$ cat src/rtl/trig_qual_pkg.sv
// Shared types and constants for the trigger qualification engine
// Contract
// - Timeout fires after level held full limit
// - Timeout range picks low, high or either
// - Interval measures time between qualifying edges
// - Interval edges: rising, falling or both
// - Within: width minus delta to plus delta
// - Outside: below or above that window
// - Shorter/longer compare interval against width
// - Slew timer runs first to second threshold
// - Positive slope low to high, negative reversed
// - Slew within/outside uses width plus-minus delta
// - Slew shorter/longer compare against slew limit
// - Either edge locks onto first identified edge
// - Data steady setup before, hold after clock
// - Reference is selected clock crossing, chosen edge
// - Clock edge: rising, falling or both
// - Separate data and clock channel selections
// - State: sample combination at clock edge
// - Pattern: trigger on match, no clock
// - Combination is AND or OR of matches
// - State clock channel excluded from pattern
package trig_qual_pkg;

  // ==========================================
  // Sizes and reset values
  localparam int NCH = 4;
  localparam int CH_W = 2;
  localparam int CNT_W = 16;
  localparam logic [CNT_W-1:0] CNT_RST = 16'h0000;
  localparam logic [CNT_W-1:0] CNT_MAX = 16'hffff;

  typedef logic [CNT_W-1:0] cnt_t;

  // ==========================================
  // Mode encodings
  typedef enum logic [2:0] {
    TT_TIMEOUT, TT_INTERVAL, TT_SLEW, TT_SETHOLD, TT_STATE, TT_PATTERN
  } trig_type_e;

  typedef enum logic [1:0] {RG_SHORTER, RG_LONGER, RG_WITHIN, RG_OUTSIDE} range_e;

  typedef enum logic [1:0] {ED_RISE, ED_FALL, ED_EITHER} edge_e;

  typedef enum logic [1:0] {TO_LOW, TO_HIGH, TO_EITHER} to_range_e;

  // ==========================================
  // Configuration carrier
  typedef struct packed {
    trig_type_e ttype;
    range_e rng;
    edge_e edge_sel;
    to_range_e to_rng;
    logic use_or;
    logic [CH_W-1:0] src_sel;
    logic [CH_W-1:0] dat_sel;
    logic [CH_W-1:0] clk_sel;
    logic [NCH-1:0] st_hi;
    logic [NCH-1:0] st_care;
    cnt_t width;
    cnt_t delta;
    cnt_t tlimit;
    cnt_t setup_t;
    cnt_t hold_t;
  } cfg_s;

endpackage

$ cat src/rtl/timing_trigger_qualifier.sv
// Trigger qualification engine for six timing and logic trigger types
`timescale 1ns/1ps
module timing_trigger_qualifier import trig_qual_pkg::*; (
  input wire logic sys_clk,
  input wire logic nrst,
  input wire logic srst,
  input wire cfg_s cfg,
  input wire logic [NCH-1:0] chan,
  input wire logic slew_upper,
  input wire logic slew_lower,
  output logic trig_out,
  output cnt_t meas_out
);

  // ==========================================
  // Helper functions

  // Edge detect with optional direction lock
  function automatic logic edge_hit(
    logic cur,
    logic prv,
    edge_e sel,
    logic lock,
    logic lock_up
  );
    logic rise;
    logic fall;
    rise = cur & ~prv;
    fall = ~cur & prv;
    unique case (sel)
      ED_RISE: edge_hit = rise;
      ED_FALL: edge_hit = fall;
      default: edge_hit = lock ? (lock_up ? rise : fall) : (rise | fall);
    endcase
  endfunction

  // Duration check against width and delta
  function automatic logic range_hit(cnt_t m, range_e r, cnt_t w, cnt_t d);
    logic [CNT_W:0] lo;
    logic [CNT_W:0] hi;
    logic in_win;
    lo = (w >= d) ? {1'b0, w - d} : '0;
    hi = {1'b0, w} + {1'b0, d};
    in_win = ({1'b0, m} >= lo) && ({1'b0, m} <= hi);
    unique case (r)
      RG_SHORTER: range_hit = m < w;
      RG_LONGER: range_hit = m > w;
      RG_WITHIN: range_hit = in_win;
      RG_OUTSIDE: range_hit = ~in_win;
    endcase
  endfunction

  // Channel combination, excluded channels carry no state
  function automatic logic combine(
    logic [NCH-1:0] ch,
    logic [NCH-1:0] hi,
    logic [NCH-1:0] care,
    logic [NCH-1:0] excl,
    logic use_or
  );
    logic [NCH-1:0] m;
    m = (~care | ~(ch ^ hi)) & ~excl;
    combine = use_or ? |m : &(m | excl);
  endfunction

  // ==========================================
  // State

  logic [NCH-1:0] ch_prev_reg;
  logic up_prev_reg, lo_prev_reg, match_prev_reg, fire;
  trig_type_e type_prev_reg;
  range_e rng_prev_reg;
  cnt_t cnt_reg, cnt_next, dstab_reg, meas_next;
  logic arm_reg, arm_next, run_reg, run_next;
  logic run_up_reg, run_up_next, lock_reg, lock_next;
  logic lock_up_reg, lock_up_next;

  // ==========================================
  // Channel decode

  logic src, src_prv, clk_cur, clk_prv, dat_chg, cfg_chg, restart, src_edge;
  logic clk_edge, st_edge, to_ok, match, start_up, start_dn, slew_stop, slew_abort;
  logic [NCH-1:0] excl;
  cnt_t cnt_inc, dstab_now;

  // Selected sources, edges and restart conditions
  assign src = chan[cfg.src_sel];
  assign src_prv = ch_prev_reg[cfg.src_sel];
  assign clk_cur = chan[cfg.clk_sel];
  assign clk_prv = ch_prev_reg[cfg.clk_sel];
  assign dat_chg = chan[cfg.dat_sel] != ch_prev_reg[cfg.dat_sel];
  assign cfg_chg = (cfg.ttype != type_prev_reg) || (cfg.rng != rng_prev_reg);
  assign restart = srst | cfg_chg;
  assign src_edge = edge_hit(src, src_prv, cfg.edge_sel, 1'b0, 1'b0);
  assign clk_edge = edge_hit(clk_cur, clk_prv, cfg.edge_sel, 1'b0, 1'b0);
  assign st_edge = edge_hit(clk_cur, clk_prv, cfg.edge_sel, lock_reg, lock_up_reg);
  assign cnt_inc = (cnt_reg == CNT_MAX) ? cnt_reg : cnt_reg + 1'b1;
  // Cycles since the last data change, counted up to and including this one
  assign dstab_now = dat_chg ? CNT_RST
    : (dstab_reg == CNT_MAX) ? dstab_reg : dstab_reg + 1'b1;

  // Timeout level qualification
  always_comb begin
    unique case (cfg.to_rng)
      TO_LOW: to_ok = ~src;
      TO_HIGH: to_ok = src;
      default: to_ok = 1'b1;
    endcase
  end

  // Pattern match, clock channel excluded in state mode
  assign excl = (cfg.ttype == TT_STATE) ? (NCH'(1) << cfg.clk_sel) : '0;
  assign match = combine(chan, cfg.st_hi, cfg.st_care, excl, cfg.use_or);

  // Slew start and stop crossings, direction locked when either
  assign start_up = lo_prev_reg == 1'b0 && slew_lower
    && (cfg.edge_sel == ED_RISE
    || (cfg.edge_sel == ED_EITHER && (!lock_reg || lock_up_reg)));
  assign start_dn = up_prev_reg && !slew_upper
    && (cfg.edge_sel == ED_FALL
    || (cfg.edge_sel == ED_EITHER && (!lock_reg || !lock_up_reg)));
  assign slew_stop = run_up_reg ? (slew_upper && !up_prev_reg)
    : (!slew_lower && lo_prev_reg);
  assign slew_abort = run_up_reg ? (!slew_lower && lo_prev_reg)
    : (slew_upper && !up_prev_reg);

  // ==========================================
  // Trigger evaluation
  always_comb begin
    fire = 1'b0;
    meas_next = meas_out;
    cnt_next = cnt_inc;
    arm_next = arm_reg;
    run_next = run_reg;
    run_up_next = run_up_reg;
    lock_next = lock_reg;
    lock_up_next = lock_up_reg;
    unique case (cfg.ttype)
      TT_TIMEOUT: begin
        if (src != src_prv) begin
          cnt_next = CNT_RST;
        end else if (to_ok && cnt_inc == cfg.tlimit && cnt_inc != cnt_reg) begin
          fire = 1'b1;
          meas_next = cnt_inc;
        end
      end
      TT_INTERVAL: begin
        if (src_edge) begin
          cnt_next = CNT_RST;
          arm_next = 1'b1;
          if (arm_reg) begin
            meas_next = cnt_inc;
            fire = range_hit(cnt_inc, cfg.rng, cfg.width, cfg.delta);
          end
        end
      end
      TT_SLEW: begin
        if (!run_reg) begin
          cnt_next = CNT_RST;
          if (start_up || start_dn) begin
            run_next = 1'b1;
            run_up_next = start_up;
            lock_next = 1'b1;
            lock_up_next = start_up;
          end
        end else if (slew_stop) begin
          run_next = 1'b0;
          meas_next = cnt_inc;
          fire = range_hit(cnt_inc, cfg.rng, cfg.width, cfg.delta);
        end else if (slew_abort) begin
          run_next = 1'b0;
        end
      end
      TT_SETHOLD: begin
        if (clk_edge) begin
          cnt_next = CNT_RST;
          arm_next = 1'b1;
          meas_next = dstab_now;
          fire = dat_chg || dstab_now < cfg.setup_t;
        end else if (arm_reg) begin
          if (dat_chg && cnt_inc <= cfg.hold_t) begin
            fire = 1'b1;
            arm_next = 1'b0;
          end else if (cnt_inc >= cfg.hold_t) begin
            arm_next = 1'b0;
          end
        end
      end
      TT_STATE: begin
        if (st_edge) begin
          fire = match;
          lock_next = 1'b1;
          lock_up_next = clk_cur;
        end
      end
      TT_PATTERN: begin
        fire = match && !match_prev_reg;
      end
      default: begin
        fire = 1'b0;
      end
    endcase
    if (restart) begin
      fire = 1'b0;
      cnt_next = CNT_RST;
      arm_next = 1'b0;
      run_next = 1'b0;
      lock_next = 1'b0;
    end
  end

  // ==========================================
  // Registers

  // Input history and configuration tracking
  always_ff @(posedge sys_clk or negedge nrst) begin
    if (!nrst) begin
      ch_prev_reg <= '0;
      up_prev_reg <= 1'b0;
      lo_prev_reg <= 1'b0;
      type_prev_reg <= TT_TIMEOUT;
      rng_prev_reg <= RG_SHORTER;
      match_prev_reg <= 1'b0;
    end else begin
      ch_prev_reg <= chan;
      up_prev_reg <= slew_upper;
      lo_prev_reg <= slew_lower;
      type_prev_reg <= cfg.ttype;
      rng_prev_reg <= cfg.rng;
      match_prev_reg <= match;
    end
  end

  // Measurement timers and sequence flags
  always_ff @(posedge sys_clk or negedge nrst) begin
    if (!nrst) begin
      cnt_reg <= CNT_RST;
      arm_reg <= 1'b0;
      run_reg <= 1'b0;
      run_up_reg <= 1'b0;
      lock_reg <= 1'b0;
      lock_up_reg <= 1'b0;
    end else begin
      cnt_reg <= cnt_next;
      arm_reg <= arm_next;
      run_reg <= run_next;
      run_up_reg <= run_up_next;
      lock_reg <= lock_next;
      lock_up_reg <= lock_up_next;
    end
  end

  // Data stability timer for setup checking
  always_ff @(posedge sys_clk or negedge nrst) begin
    if (!nrst) begin
      dstab_reg <= CNT_RST;
    end else if (srst || dat_chg) begin
      dstab_reg <= CNT_RST;
    end else if (dstab_reg != CNT_MAX) begin
      dstab_reg <= dstab_reg + 1'b1;
    end
  end

  // Trigger pulse and last measurement
  always_ff @(posedge sys_clk or negedge nrst) begin
    if (!nrst) begin
      trig_out <= 1'b0;
      meas_out <= CNT_RST;
    end else begin
      trig_out <= fire;
      meas_out <= srst ? CNT_RST : meas_next;
    end
  end
endmodule

$ cat config.mk
export PLATFORM = sky130hd
export DESIGN_NAME = timing_trigger_qualifier
export DESIGN_NICKNAME = d
export VERILOG_FILES = /design/src/rtl/trig_qual_pkg.sv /design/src/rtl/timing_trigger_qualifier.sv
export SDC_FILE = /design/constraint.sdc
export NUM_CORES = 1
export LEC_CHECK = 0
export BUFFER_PORTS_ARGS = -buffer_cell sky130_fd_sc_hd__buf_2
export CORE_MARGIN = 2
export CORE_UTILIZATION = 44
export DETAILED_ROUTE_END_ITERATION = 10
export GPL_TIMING_DRIVEN = 1
export HOLD_SLACK_MARGIN = 0.05
export PLACE_DENSITY = 0.7
export SLEW_MARGIN = 20
export SYNTH_ARGS = -nofsm -noshare
export SYNTH_HDL_FRONTEND = slang
export SYNTH_SLANG_ARGS = --single-unit
$ cat constraint.sdc
create_clock -name sys_clk -period 4.8 [get_ports sys_clk]
set_input_delay 0.96 -clock sys_clk [delete_from_list [all_inputs] [get_ports sys_clk]]
set_output_delay 0.96 -clock sys_clk [all_outputs]
set_load 0.05 [all_outputs]
### Word level (Yosys, flattened, before mapping)

Index checks and enable logic that the tools add are counted.

* word-level logic and storage cells: 208
* bits of input ports: 113
* bits in registers: 66
* output and inout bits: 17

* add/subtract/negate cells: 4
* mux-type cells: 78
* magnitude comparators: 11
* reductions and logical operators: 44
* bitwise operators: 21
* equality and inequality tests: 34
* shift operators: 1

Operators by type and width (number)
* two-way mux 16 bit: 19
* one-hot mux 16 bit (4 select lines): 2
* greater-or-equal comparator 16 bit: 3
* two-way mux 1 bit: 41
* adder 16 x 1 -> 16 bit (second input constant): 2
* equality test 16 bit (second input constant): 2
* less-than comparator 16 bit: 2
* != test 3 bit (second input constant): 9
* adder 16 x 16 -> 17 bit: 1
* less-or-equal comparator 16 x 17 -> 1 bit: 1
* equality test 16 bit: 1
* greater-than comparator 16 bit: 1
* less-or-equal comparator 16 bit: 1
* != test 16 bit: 1
* != test 16 bit (second input constant): 1
* subtractor 16 bit: 1
* one-hot mux 1 bit (2 select lines): 7
* logical AND 1 bit: 13
* binary-select mux 1 bit (select 2 bit): 6
* NOT 4 bit: 3
* AND reduction 4 bit: 3
* less-than comparator 2 x 3 -> 1 bit (second input constant): 3
* logical OR 1 bit: 8
* bitwise OR 4 bit: 2
* 29 further kinds: 60

### Longest topological paths before layout

* word-level depth: 10
* depth in mapped cells: 21
* mapped depth without buffers: 20

### Least setup slack after synthesis

Ideal clock, no wire load.

* kind: input -> register
* start point: input cfg[53] in the netlist's numbering
* end point: register trig_out
* data arrival time: 4.498 ns
* setup slack: 0.170 ns
* data required time: 4.668 ns
* stages: 19
* setup time: 0.132 ns
* path buffers: 1
* path through: inv_1 ha_1 clkbuf_1 nor3_1 a2111oi_0 o31ai_1 a21oi_1 o31ai_1 a21oi_1 o21bai_1 xor2_1 ha_1 a2111oi_0 o21ai_0 a221o_1 nand3_1 o221ai_1 a21oi_1 a31oi_1

* cells in the longest elaborated chain, start to end: 10
* elaborated cells between the ends (all ways): 15
* classes of those cells: add/sub: 2; order compare: 3; mux: 8; bitwise: 1; reduce/logical: 1

RTL lines
* from (decl): line timing_trigger_qualifier.sv:7 `input wire cfg_s cfg,`
* subtractor 16 bit or greater-or-equal comparator 16 bit (tied branches): line timing_trigger_qualifier.sv:42 `lo = (w >= d) ? {1'b0, w - d} : '0;`
* two-way mux 16 bit: line timing_trigger_qualifier.sv:42
* greater-or-equal comparator 16 bit: line timing_trigger_qualifier.sv:44 `in_win = ({1'b0, m} >= lo) && ({1'b0, m} <= hi);`
* logical AND 1 bit (*): line timing_trigger_qualifier.sv:44
* NOT 1 bit: line timing_trigger_qualifier.sv:49 `RG_OUTSIDE: range_hit = ~in_win;`
* one-hot mux 1 bit (4 select lines) (*): line timing_trigger_qualifier.sv:45 `unique case (r)`
* two-way mux 1 bit, on equally long branches: line timing_trigger_qualifier.sv:166, timing_trigger_qualifier.sv:151
* two-way mux 1 bit, on equally long branches: line timing_trigger_qualifier.sv:158, timing_trigger_qualifier.sv:148
* one-hot mux 1 bit (6 select lines) (*): line timing_trigger_qualifier.sv:138 `unique case (cfg.ttype)`
* two-way mux 1 bit (*): line timing_trigger_qualifier.sv:203 `if (restart) begin`
* via fire: line timing_trigger_qualifier.sv:70 `logic up_prev_reg, lo_prev_reg, match_prev_reg, fire;`
* to (signal assigned): line timing_trigger_qualifier.sv:270 `trig_out <= fire;`
* to (decl): line timing_trigger_qualifier.sv:11 `output logic trig_out,`

Mark *: on every way through the listed nets, which the timed path passes. The rest lies on a longest branch.
A chain may end at the register's enable or synchronous reset.

### Final worst setup path

* start point: input cfg[64] in the netlist's numbering
* end point: register trig_out

* cells in the longest elaborated chain, start to end: 10
* elaborated cells between the ends (all ways): 17
* classes of those cells: add/sub: 2; order compare: 5; mux: 8; bitwise: 1; reduce/logical: 1

RTL lines (line)
* subtractor 16 bit or greater-or-equal comparator 16 bit (tied branches): timing_trigger_qualifier.sv:42
* two-way mux 16 bit: timing_trigger_qualifier.sv:42
* greater-or-equal comparator 16 bit: timing_trigger_qualifier.sv:44
* logical AND 1 bit: timing_trigger_qualifier.sv:44
* NOT 1 bit: timing_trigger_qualifier.sv:49
* one-hot mux 1 bit (4 select lines) (*): timing_trigger_qualifier.sv:45
* two-way mux 1 bit, on equally long branches: timing_trigger_qualifier.sv:166, timing_trigger_qualifier.sv:151
* two-way mux 1 bit, on equally long branches: timing_trigger_qualifier.sv:158, timing_trigger_qualifier.sv:148
* one-hot mux 1 bit (6 select lines) (*): timing_trigger_qualifier.sv:138
* two-way mux 1 bit (*): timing_trigger_qualifier.sv:203
* via fire: timing_trigger_qualifier.sv:70

Marks and branches as above.

==> key figures <==
Finish
  • Ant diodes: 0
  • Nets: 1447
  • Filler Cell Count: 1831
  • Commonest non-fill, non-tap cell in the layout: buf_2
  • Design area: 0.00994 mm^2
  • Layout Cells excl Fill: 1480
  • Most frequent cells in the layout: buf_2, ha_1, inv_1
  • Area growth from synthesis to layout: 17.1%
  • Ratio of cells with drive above 1 in the final layout: 18.6%

Placed design
  • Port Buf Inserts: 129
  • RePlAce Congestion: 0.992
  • Placed cell areas: 0.00954 mm^2
  • DP Cell Count: 1464
  • DP Wirelength: 21400 um

Setup path
  • CP arrival: 4.68 ns
  • Max stage delay on crit path: 0.39 ns
  • CP cell instances: buf_2 > inv_1 > ha_1 > inv_1 > fa_1 > a21o_1 > a221oi_2 > o211ai_1 > a31oi_1 > o21bai_1 > a41o_1 > and2_1 > ha_1 > nor2b_1 > o21ai_0 > a211oi_1 > o21ai_0 > a21o_1 > o2111a_1 > a21oi_1 > a31oi_1
  • RR Endpoint: trig_out
  • Setup crit start kind: primary input
  • Crit-path max FO: 9
  • Cell count of the worst reg-to-reg path: 13
  • RR Startpoint: cnt_reg[0]
  • Crit path depth: 21
  • CP max stage cell: fa_1
  • Flop2flop setup slack: 0.45 ns
  • Worst setup EP type: flop
  • Crit path buf inv count: 3
  • Crit path max-delay family: compound AO/OA/AOI/OAI gates
  • WP data required: 5.01 ns
  • Crit Path Class: in2reg

Route
  • DR pass1 iterations: 5
  • Vias per cell: 5.89
  • Via count: 8713
  • Routed Antenna Nets: 0
  • Routed len/inst: 17.7 um
  • Routed wire length: 26200 um
  • Initial drt markers: 614
  • DRC: 0

Die
  • Die W: 143 um
  • DIE AREA: 0.0204 mm^2
  • Core Area: 0.0188 mm^2
  • Starting density of the core: 45.1%
  • Num rows: 50
  • Chip height: 143 um
  • Num ports: 130

Global route
  • Vias in the first global route: 8310
  • Overflow left after global routing: 0
  • Global-route usage over all layers: 26.0%
  • Largest net degree at the start of global routing: 38
  • Antenna violations before repair: 0
  • First-pass GRT wire length: 42000 um

Hold path
  • Hold Crit Class: reg2reg
  • Hold Path Cell Cnt: 2
  • Hold EP: meas_out[7]
  • Hold path startpoint: meas_out[7]

CTS
  • CTS Hold Bufs: 0
  • H-tree depth: 3
  • TritonCTS clock tree: done
  • Root buf cell: clkbuf_16
  • Maximum buffer depth of the clock tree: 2
  • Clk sink count: 66
  • CTS Buf Count: 9
  • Clk Latency, worst-skew pair: 0.35 ns
  • Worst-path clk slew: 0.06 ns

Logic synthesis
  • Top_reg_cell synth: dfrtp_1
  • Post-Synthesis Cells: 1078
  • Adder-cell share of the synthesized area: 17.7%
  • Multiplexer share of the synthesized area: 3.27%
  • Simple-Gate Fraction of Synth Area: 26.4%
  • Cell Area, Synth: 0.00849 mm^2
  • Seq/Total Area, Yosys: 19.5%
  • Post-synthesis compound-gate area fraction: 19.8%
  • Syn nets: 1310
  • Synth warn: 0
  • Post-synth EDFFs: 0
  • Synth Area in XOR/XNOR: 5.88%
  • Yosys cell types: 76
  • Post-synth ARST share: 100%
  • Syn avg cell area: 7.87 um^2
  • #FFs+latches synth: 66
  • Largest family of logic cells by synthesized area: simple AND/OR/NAND/NOR gates

Timing
  • Final Cycle Share: 93.1%
  • Slew Viols, Final: 0
  • Slew margin rel.: 37.6%
  • RSZ-0062 raised after global routing: no
  • Slew @ Worst Pin: 0.937 ns
  • Setup_tns: 0 ns
  • Worst clock skew: 0.0127 ns
  • Final Hold Vio Count: 0
  • Min Tclk post-route: 4.47 ns
  • Max Fclk: 224 MHz
  • Hold WS: 0.533 ns
  • Final setup violation count: 0

Pwr
  • Cell-internal power: 1400 uW
  • Max VDD drop: 0.000211 V
  • Clk pwr share: 40.1%
  • Power Dens Cells: 208 mW/mm^2
  • Logic gate share of total power: 31.2%
  • Switch share: 32.0%
  • Sequential share of power: 28.7%
  • Switching power: 660 uW
  • Lkg Pwr: 0.00483 uW

Run status
  • Run status: finished, final reports clean

Run
  • Max Cap Viol: 0
-- worst register-to-register path, cell delays in order, from the launching register on --
cell       delay [ns]
dfrtp_1          0.46
ha_1             0.34
and3_1           0.34
nand4_1          0.38
nand2_1          0.26
xnor2_1          0.74
ha_1             0.40
a21oi_1          0.21
a21oi_1          0.10
a2111oi_0        0.31
o21ai_0          0.18
a21boi_0         0.20
o221ai_1         0.17
a31oi_1          0.20
-- cells in the mapped netlist (5+ instances only) --
library cell	count	area share, %
a311oi_1	11	1.1
and4_1	11	1.1
dfrtp_1	66	19
nor2b_1	31	2.3
a211oi_2	7	1.0
nand2b_1	11	0.81
or3_1	6	0.44
nand2_1	81	3.6
o31ai_1	7	0.62
mux2i_1	12	1.4
nor4_1	13	0.96
ha_1	117	17
o211ai_1	7	0.62
clkbuf_1	30	1.3
mux4_2	5	1.3
nand4_1	28	2.1
and2_1	8	0.59
o21ai_0	39	2.3
a221o_1	5	0.59
a221oi_1	7	0.72
a31oi_1	9	0.66
a211oi_1	15	1.3
o2111ai_1	5	0.52
nand3_1	34	2.0
nor2_1	89	3.9
a21oi_1	69	4.1
nor3_1	47	2.8
xor2_1	17	1.8
o21bai_1	6	0.53
o21ai_1	6	0.35
xnor2_1	40	4.1
buf_2	6	0.35
a21o_1	18	1.6
and3_1	17	1.3
inv_1	110	4.9
-- per-layer routing --
layer,GRT usage [%],wire length (um),vias to the layer above
li1,-,-,4186
met1,33.1,11100,4124
met2,45.3,12600,353
met3,2.75,1620,50
met4,10.1,876,0
met5,0,0,-
-- stage by stage --
stage               utilization [%]  setup WS, ns  total power [uW]
floorplan                         -         0.170              1010
global placement               50.7       -0.0985              1220
detailed placement             50.7        -0.226              1230
CTS                            52.6         0.127              2050
global route                   52.8        0.0118              2160
finish                         52.8         0.332              2060
-- worst max path at each step --
stage	start	to	slack [ns]
floorplan	cfg[53]	trig_out	0.17
global placement	cfg[48]	trig_out	-0.1
detailed placement	cfg[48]	trig_out	-0.23
CTS	cfg[48]	trig_out	0.13
global route	cfg[64]	trig_out	0.01
finish	cfg[64]	trig_out	0.33
-- area by class of cell --
type                    instances  area [um^2]  area share, %
flip-flops and latches         66         1650           16.6
repair buffers                169          946           9.52
well taps                     260          325           3.27
multi-input cells             859         6230           62.7
clock buffers                  10          229           2.30
clock inverters                 6          138           1.39
inverters                     110          413           4.16
-- power groups by stage --
stage | combinational [uW] | clock, uW | sequential [uW]
floorplan | 382 | 0 | 626
global placement | 619 | 0 | 601
detailed placement | 629 | 0 | 602
CTS | 633 | 829 | 592
global route | 711 | 855 | 595
finish | 642 | 827 | 593
-- what timing repair did --
action	in CTS	in global routing
buffers inserted	0	0
gates resized for setup	0	7
setup endpoints to repair	0	1
-- cell families (layout without fill, tap and decap cells) --
logic type | Yosys count | count (layout)
xor gates and xnor gates | 57 | 57
AOI/OAI and AO/OA | 246 | 246
adders and majority gates | 119 | 119
DFF | 66 | 66
muxes | 21 | 21
and+or+nand+nor | 416 | 416
buffers and inverters | 153 | 295
No activity file was read; power rests on OpenSTA's default activity.
